<file path="src/design/mct_pkg.sv">
// Purpose: shared constants and types of the instruction timing sequencer
// Assumes: one 50 MHz clock, synchronous active-high reset
// Notes:   decode record carries bytes, base cycles and branch flag
package mct_pkg;

	// ****************************************
	// clock and timing
	// ****************************************
	localparam int unsigned   CLK_PERIOD_NS = 20;
	localparam int unsigned   CORE_FMAX_HZ  = 25_000_000;
	localparam logic [3:0]    MAX_CYCLES    = 4'h8;

	// ****************************************
	// encodings and reset values
	// ****************************************
	localparam logic [7:0]    OP_RESERVED   = 8'ha5;
	localparam logic [7:0]    OP_RST        = 8'h00;
	localparam logic [3:0]    CNT_RST       = 4'h0;
	localparam logic [3:0]    CNT_FIRST     = 4'h1;

	// ****************************************
	// types
	// ****************************************
	typedef struct packed
	{
		logic [1:0] len;
		logic [3:0] cyc;
		logic       cond;
		logic       illegal;
	} mct_dec_t;

	localparam mct_dec_t      DEC_RST = '{len: 2'h1, cyc: 4'h1,
		cond: 1'b0, illegal: 1'b0};

	typedef enum logic [1:0]
	{
		ST_IDLE,
		ST_EXEC,
		ST_EXTEND
	} mct_state_t;

endpackage

</file>
<file path="src/design/mct_dec_if.sv">
// Purpose: carries an opcode to the decoder and its timing record back
// Assumes: purely combinational path on one clock
// Notes:   dec modport is the decoder side, seq the sequencer side
`timescale 1ns/1ps
`default_nettype none

interface mct_dec_if;
	import mct_pkg::*;

	logic [7:0] opcode;
	mct_dec_t   info;

	modport dec
	(
		input  opcode,
		output info
	);

	modport seq
	(
		output opcode,
		input  info
	);

endinterface

`default_nettype wire

</file>
<file path="src/design/mct_decode.sv">
// Purpose: maps every opcode to byte length, base cycles, branch flag
// Assumes: legacy accumulator instruction set encoding
// Notes:   conditional branches add one cycle when taken
`timescale 1ns/1ps
`default_nettype none

module mct_decode
	import mct_pkg::*;
(
	// opcode in, timing record out
	mct_dec_if.dec dif
);

	function automatic mct_dec_t mk(input logic [1:0] l,
		input logic [3:0] c, input logic k);
		mct_dec_t r;
		r = '{len: l, cyc: c, cond: k, illegal: 1'b0};
		return r;
	endfunction

	// ****************************************
	// opcode table
	// ****************************************
	// one record per opcode; only the reserved code is refused
	function automatic mct_dec_t decode(input logic [7:0] op);
		logic [3:0] hi;
		mct_dec_t   r;
		hi = op[7:4];
		r  = DEC_RST;
		if (op[3])
		begin
			case (hi)
				4'h7, 4'h8, 4'ha: r = mk(2'h2, 4'h2, 1'b0);
				4'hb:             r = mk(2'h3, 4'h3, 1'b1);
				4'hd:             r = mk(2'h2, 4'h2, 1'b1);
				default:          r = mk(2'h1, 4'h1, 1'b0);
			endcase
		end
		else
		begin
			case (op[3:0])
				4'h0: case (hi)
					4'h0:                   r = mk(2'h1, 4'h1, 1'b0);
					4'h1, 4'h2, 4'h3:       r = mk(2'h3, 4'h3, 1'b1);
					4'h4, 4'h5, 4'h6, 4'h7: r = mk(2'h2, 4'h2, 1'b1);
					4'h8:                   r = mk(2'h2, 4'h3, 1'b0);
					4'h9:                   r = mk(2'h3, 4'h3, 1'b0);
					4'he, 4'hf:             r = mk(2'h1, 4'h3, 1'b0);
					default:                r = mk(2'h2, 4'h2, 1'b0);
				endcase
				4'h1: r = mk(2'h2, 4'h3, 1'b0);
				4'h2: case (hi)
					4'h0, 4'h1: r = mk(2'h3, 4'h4, 1'b0);
					4'h2, 4'h3: r = mk(2'h1, 4'h5, 1'b0);
					4'he, 4'hf: r = mk(2'h1, 4'h3, 1'b0);
					default:    r = mk(2'h2, 4'h2, 1'b0);
				endcase
				4'h3: case (hi)
					4'h4, 4'h5, 4'h6:             r = mk(2'h3, 4'h3, 1'b0);
					4'h7, 4'h8, 4'h9, 4'he, 4'hf: r = mk(2'h1, 4'h3, 1'b0);
					default:                      r = mk(2'h1, 4'h1, 1'b0);
				endcase
				4'h4: case (hi)
					4'h0, 4'h1, 4'hc, 4'hd, 4'he, 4'hf:
						r = mk(2'h1, 4'h1, 1'b0);
					4'h8:    r = mk(2'h1, MAX_CYCLES, 1'b0);
					4'ha:    r = mk(2'h1, 4'h4, 1'b0);
					4'hb:    r = mk(2'h3, 4'h3, 1'b1);
					default: r = mk(2'h2, 4'h2, 1'b0);
				endcase
				4'h5: case (hi)
					4'h7, 4'h8: r = mk(2'h3, 4'h3, 1'b0);
					4'ha:
					begin
						r         = mk(2'h1, 4'h1, 1'b0);
						r.illegal = 1'b1;
					end
					4'hb:       r = mk(2'h3, 4'h4, 1'b1);
					4'hd:       r = mk(2'h3, 4'h3, 1'b1);
					default:    r = mk(2'h2, 4'h2, 1'b0);
				endcase
				default: case (hi)
					4'h7, 4'h8, 4'ha: r = mk(2'h2, 4'h2, 1'b0);
					4'hb:             r = mk(2'h3, 4'h4, 1'b1);
					default:          r = mk(2'h1, 4'h2, 1'b0);
				endcase
			endcase
		end
		return r;
	endfunction

	always_comb
	begin
		dif.info = decode(dif.opcode);
	end

endmodule

`default_nettype wire

</file>
<file path="src/design/mct_core_timing.sv">
// Purpose: instruction timing sequencer of the 8-bit core
// Assumes: program memory offers one byte per cycle with a valid flag
// Notes:   outputs are registered; done reports one cycle after the end
`timescale 1ns/1ps
`default_nettype none

module mct_core_timing
	import mct_pkg::*;
(
	// clock and reset
	input  wire logic       clk,
	input  wire logic       rst,
	// program memory byte stream
	input  wire logic [7:0] code_byte,
	input  wire logic       code_valid,
	// condition result from the datapath
	input  wire logic       branch_cond,
	// fetch control
	output logic            code_want,
	output logic            fetch_flush,
	// instruction progress
	output logic            instr_start,
	output logic [7:0]      instr_opcode,
	output logic [3:0]      exec_cycle,
	output logic            busy,
	output logic [7:0]      operand_byte,
	output logic            operand_strobe,
	// completion report
	output logic            instr_done,
	output logic [3:0]      instr_cycles,
	output logic [1:0]      instr_bytes,
	output logic            branch_taken,
	output logic            illegal_opcode
);

	// ****************************************
	// state and decoder
	// ****************************************
	mct_state_t state_reg;
	mct_state_t state_next;
	logic [3:0] cnt_reg;
	logic [3:0] cnt_next;
	logic [7:0] op_reg;
	logic [7:0] op_next;
	mct_dec_t   info_reg;
	mct_dec_t   info_next;
	logic       want_reg;
	logic       want_next;
	logic       in_exec;
	logic       need_byte;
	logic       stall;
	logic       at_end;
	logic       taken_now;
	logic       finish;
	logic       accept;

	logic       start_reg;
	logic       done_reg;
	logic [3:0] cycles_reg;
	logic [1:0] bytes_reg;
	logic       taken_reg;
	logic       flush_reg;
	logic       illegal_reg;
	logic       busy_reg;
	logic [7:0] operand_reg;
	logic       strobe_reg;

	mct_dec_if dif ();

	assign dif.opcode = code_byte;

	// every opcode is timed from this one table
	mct_decode u_decode
	(
		.dif (dif)
	);

	// ****************************************
	// cycle sequencing
	// ****************************************
	// operand bytes are fetched in cycles 1 to len-1; the last
	// cycle already takes the next opcode, so cycles must be at least len
	always_comb
	begin
		in_exec   = (state_reg == ST_EXEC);
		need_byte = in_exec && (cnt_reg < {2'h0, info_reg.len});
		stall     = need_byte && !code_valid;
		at_end    = in_exec && (cnt_reg == info_reg.cyc);
		taken_now = at_end && info_reg.cond && branch_cond;
		finish    = (at_end && !taken_now) || (state_reg == ST_EXTEND);
		accept    = want_reg && code_valid
			&& ((state_reg == ST_IDLE) || finish);
	end

	always_comb
	begin
		state_next = state_reg;
		cnt_next   = cnt_reg;
		op_next    = op_reg;
		info_next  = info_reg;
		if (accept)
		begin
			state_next = ST_EXEC;
			cnt_next   = CNT_FIRST;
			op_next    = code_byte;
			info_next  = dif.info;
		end
		else if (finish)
		begin
			state_next = ST_IDLE;
			cnt_next   = CNT_RST;
		end
		else if (taken_now)
		begin
			// fall-through byte already offered is thrown away
			state_next = ST_EXTEND;
			cnt_next   = 4'(cnt_reg + 4'h1);
		end
		else if (in_exec && !stall)
		begin
			cnt_next = 4'(cnt_reg + 4'h1);
		end
		want_next = (state_next != ST_EXEC)
			|| (cnt_next < {2'h0, info_next.len})
			|| (cnt_next == info_next.cyc);
	end

	// no minimum clock rate: fully static, edge-counted logic
	always_ff @(posedge clk)
	begin
		if (rst)
		begin
			state_reg <= ST_IDLE;
			cnt_reg   <= CNT_RST;
			op_reg    <= OP_RST;
			info_reg  <= DEC_RST;
			want_reg  <= 1'b1;
		end
		else
		begin
			state_reg <= state_next;
			cnt_reg   <= cnt_next;
			op_reg    <= op_next;
			info_reg  <= info_next;
			want_reg  <= want_next;
		end
	end

	// ****************************************
	// progress and completion reports
	// ****************************************
	always_ff @(posedge clk)
	begin
		if (rst)
		begin
			start_reg   <= 1'b0;
			illegal_reg <= 1'b0;
			busy_reg    <= 1'b0;
			strobe_reg  <= 1'b0;
			operand_reg <= OP_RST;
			flush_reg   <= 1'b0;
		end
		else
		begin
			start_reg   <= accept;
			illegal_reg <= accept && dif.info.illegal;
			busy_reg    <= (state_next != ST_IDLE);
			strobe_reg  <= need_byte && code_valid;
			flush_reg   <= taken_now && code_valid;
			if (need_byte && code_valid)
			begin
				operand_reg <= code_byte;
			end
		end
	end

	always_ff @(posedge clk)
	begin
		if (rst)
		begin
			done_reg   <= 1'b0;
			cycles_reg <= CNT_RST;
			bytes_reg  <= 2'h0;
			taken_reg  <= 1'b0;
		end
		else
		begin
			done_reg  <= finish;
			taken_reg <= finish && (state_reg == ST_EXTEND);
			if (finish)
			begin
				cycles_reg <= cnt_reg;
				bytes_reg  <= info_reg.len;
			end
		end
	end

	assign code_want      = want_reg;
	assign fetch_flush    = flush_reg;
	assign instr_start    = start_reg;
	assign instr_opcode   = op_reg;
	assign exec_cycle     = cnt_reg;
	assign busy           = busy_reg;
	assign operand_byte   = operand_reg;
	assign operand_strobe = strobe_reg;
	assign instr_done     = done_reg;
	assign instr_cycles   = cycles_reg;
	assign instr_bytes    = bytes_reg;
	assign branch_taken   = taken_reg;
	assign illegal_opcode = illegal_reg;
endmodule

`default_nettype wire

</file>
<file path="config.mk">
export PLATFORM = sky130hd
export DESIGN_NAME = mct_core_timing
export DESIGN_NICKNAME = d
export VERILOG_FILES = /design/src/design/mct_pkg.sv /design/src/design/mct_dec_if.sv /design/src/design/mct_decode.sv /design/src/design/mct_core_timing.sv
export SDC_FILE = /design/constraint.sdc
export NUM_CORES = 1
export LEC_CHECK = 0
export BUFFER_PORTS_ARGS = -buffer_cell sky130_fd_sc_hd__buf_2
export CORE_MARGIN = 4
export CORE_UTILIZATION = 50
export DETAILED_ROUTE_END_ITERATION = 6
export PLACE_DENSITY = 0.77
export SYNTH_ARGS = -nofsm -noshare
export SYNTH_HDL_FRONTEND = slang
export SYNTH_SLANG_ARGS = --single-unit
</file>
<file path="constraint.sdc">
create_clock -name clk -period 3.6 [get_ports clk]
set_input_delay 0.72 -clock clk [delete_from_list [all_inputs] [get_ports clk]]
set_output_delay 0.72 -clock clk [all_outputs]
set_load 0.05 [all_outputs]
</file>
==> impl_metrics.toml <==
[power]
p_leak_nw = 1.173
power_density_nw_per_um2 = 666.5
vdd_ir_drop_max_v = 0.0003697

[clocking]
ctsHoldBuffers = 0
cts_resized = 0
post-cts-setup-buffers = 0
max-clock-path-buffers = 2
cts-root-buf = "clkbuf_8"
cts_sinks = 43
h-tree-depth = 2
cts-buffers-inserted = 5
cts_tree = "yes"
worstSkewPairLatency_ns = 0.30
clkTransAtPathRegs_ns = 0.09

[logic_synthesis]
syn_area_per_cell_um2 = 8.092
synth_edf_count = 0
synth_seq_area_share_pct = 34.31
syn_area_um2 = 2509
ys_warn_count = 0
synth.net_count = 328
ys_seq_elements = 43
synth_flop_cell = "dfxtp_1"
ys_async_sr_fraction_pct = 0
syn_inst = 310
ys_types = 62

[sta]
setup_viol = 0
post-route-period-util_pct = 76.30
finalSetupTns_ns = 0
rsz0062_at_grt = "no"
relSlewSlack_pct = 50.59
maxSlewViolCount = 0
tightest_slew_ns = 0.7411
setup_slack_ns = 0.8534
period_minus_slack_ns = 2.747
max_freq_mhz = 364.1
fin_worst_skew_ns = 0.006920
hold_viol_final = 0

[critical_path]
rr_worst_depth = 10
rrSetupSlack_ns = 0.89
crit_type = "in -> reg"
slowest_delay_ns = 0.38
end_kind = "register"
cp_top_family = "compound AO/OA/AOI/OAI gates"
worstPathCellList = "buf_2, nor2b_1, a211oi_1, o21ai_0, o311ai_0, a32oi_1, mux2i_1, ha_1, a2111o_1, o211ai_2"
crit_fanout = 24
crit_buf_inv = 1
startpoint_type = "input pin"
required_ns = 3.83
r2r-end = "code_want$_SDFF_PP1_"
r2r_start = "info_reg[7]$_SDFF_PP0_"
cp_slowest_cell = "nor2b_1"
arrival_ns = 2.98

[detailed_routing]
wl_met2_um = 2969
wl_per_cell_um = 15.69
firstDrtPassIters = 5
wl_met3_um = 468
wirelength_um = 6465
viasPerCell = 5.796
top_layer_used = "met4"
drt_iter0_drc = 193
drc = 0
vias = 2388
wirelength_met1_um = 2929
drtAntennaViolNets = 0

[place]
place.gp.congestion = 0.9548
pre_cts_ws_ns = 0.5770
io_buffers = 45
place_hpwl_um = 4484

[finish]
num_antenna_cells = 0
areaGrowthSynthToFinish_pct = 14.01
nFillCells = 426
drive_above_1_share_pct = 21.45
fin_nets = 362

[floorplanning]
coreArea_um2 = 4786
fp.dieH_um = 78.83
dieArea_um2 = 6214
rows = 25
die_w_um = 78.83
io_pins = 46
initial_core_util_pct = 52.42

[worst_hold_path]
hold_class = "reg -> reg"
hold-path-endpoint = "instr_opcode[2]$_SDFFE_PP0N_"
hold_start = "instr_opcode[2]$_SDFFE_PP0N_"
min_path_cells = 2

[grt]
grt.overflow.total = 0
grt_pass1_wl_um = 11360
grt_use_total_pct = 22.46
grt_pass1_vias = 2275
grt_max_degree = 43
grt_antenna_before_repair = 0

[job]
drv_cap = 0

[status]
status = "finished clean"
-- metrics by stage --
step	cell area (µm²)	hold slack (ns)	util (%)	instances	total power, mW
after floorplan	2509	0.4860	-	310	1.378
after global placement	2775	0.4395	57.99	404	1.586
after detailed placement	2775	0.4427	57.99	404	1.601
after CTS	2860	0.4559	59.76	412	1.911
after global routing	2860	0.4853	59.76	412	2.028
final	2860	0.4537	59.76	412	1.906
-- cells in the final DEF, fill, tap and decap left out, types with 5 or more instances in the layout --
master    count
a21oi_1      26
buf_2        45
buf_4         8
clkbuf_8      5
dfxtp_1      43
ha_1          6
inv_1         8
mux2i_1      17
nand2_1      31
nand3_1       5
nor2_1       35
nor2b_1      10
nor3_1        6
nor4_1        6
o21ai_0      12
xnor2_1       9
-- cell families after synthesis --
kind of cell	after synthesis	synth area share [%]
AO/OA/AOI/OAI	75	20.65
XOR/XNOR	13	4.539
adder cells (fa/ha/maj)	6	2.992
buffers and inverters	34	5.287
flip-flops	43	34.31
multiplexers	17	6.783
AND/OR/NAND/NOR	122	25.44
-- worst max path at each step --
stage                             from              endpoint  slack, ns  depth (start not counted)
after floorplan           code_byte[2]  code_want$_SDFF_PP1_       0.72                         11
after global placement    code_byte[6]  code_want$_SDFF_PP1_       0.64                         12
after detailed placement  code_byte[7]  code_want$_SDFF_PP1_       0.58                         10
after CTS                 code_byte[7]  code_want$_SDFF_PP1_       0.89                         10
after global routing      code_byte[6]  code_want$_SDFF_PP1_       0.58                         12
final                     code_byte[7]  code_want$_SDFF_PP1_       0.85                         10
-- tightest hold or removal path: cells and delay by family, from the launching register on --
kind	cells	cell delay, ns
AND/OR/NAND/NOR	1	0.05
flip-flops	1	0.31
AO/OA/AOI/OAI	1	0.05
-- report_power, final --
group          switching, mW  internal [mW]  total (mW)
Sequential            0.0687          0.563       0.631
Clock                  0.170          0.136       0.306
Combinational          0.641          0.329       0.969
-- Yosys cell counts, types with 2 or more instances --
| library cell | number | area share [%] |
|---|---|---|
| o21ai_0 | 12 | 2.4 |
| a2111o_1 | 2 | 0.90 |
| nor2_1 | 35 | 5.2 |
| nor3_1 | 6 | 1.2 |
| buf_2 | 4 | 0.80 |
| nand4_1 | 4 | 1.0 |
| nor2b_1 | 10 | 2.5 |
| inv_1 | 8 | 1.2 |
| a2111oi_0 | 4 | 1.4 |
| or3_1 | 2 | 0.50 |
| and2_1 | 2 | 0.50 |
| nor4_1 | 6 | 1.5 |
| nand2_1 | 31 | 4.6 |
| mux2i_1 | 17 | 6.8 |
| xnor2_1 | 9 | 3.1 |
| xor2_1 | 4 | 1.4 |
| and3_1 | 2 | 0.50 |
| nand3_1 | 5 | 1.0 |
| a32o_1 | 2 | 0.80 |
| dfxtp_1 | 43 | 34 |
| o221ai_1 | 2 | 0.70 |
| o22ai_1 | 4 | 1.0 |
| ha_1 | 6 | 3.0 |
| nand3b_1 | 2 | 0.60 |
| clkbuf_1 | 22 | 3.3 |
| o211ai_1 | 3 | 0.90 |
| a31oi_1 | 2 | 0.50 |
| or2_2 | 2 | 0.50 |
| a21oi_1 | 26 | 5.2 |
-- per-layer routing --
metal | global-route usage (%) | up-vias
met5 | 0 | -
met4 | 7.045 | 0
met3 | 5.215 | 10
met2 | 33.96 | 95
met1 | 31.71 | 1097
li1 | - | 1186
-- cell type report --
class	count	area, µm²	share of cell area [%]
Multi-Input combinational cell	233	1515	52.97
Clock buffer	6	72.57	2.537
Sequential cell	43	860.8	30.10
Tap cell	67	83.83	2.931
Inverter	8	30.03	1.050
Clock inverter	2	12.51	0.4374
Timing Repair Buffer	53	285.3	9.974
Note: power is estimated with default switching activity, not from simulation.
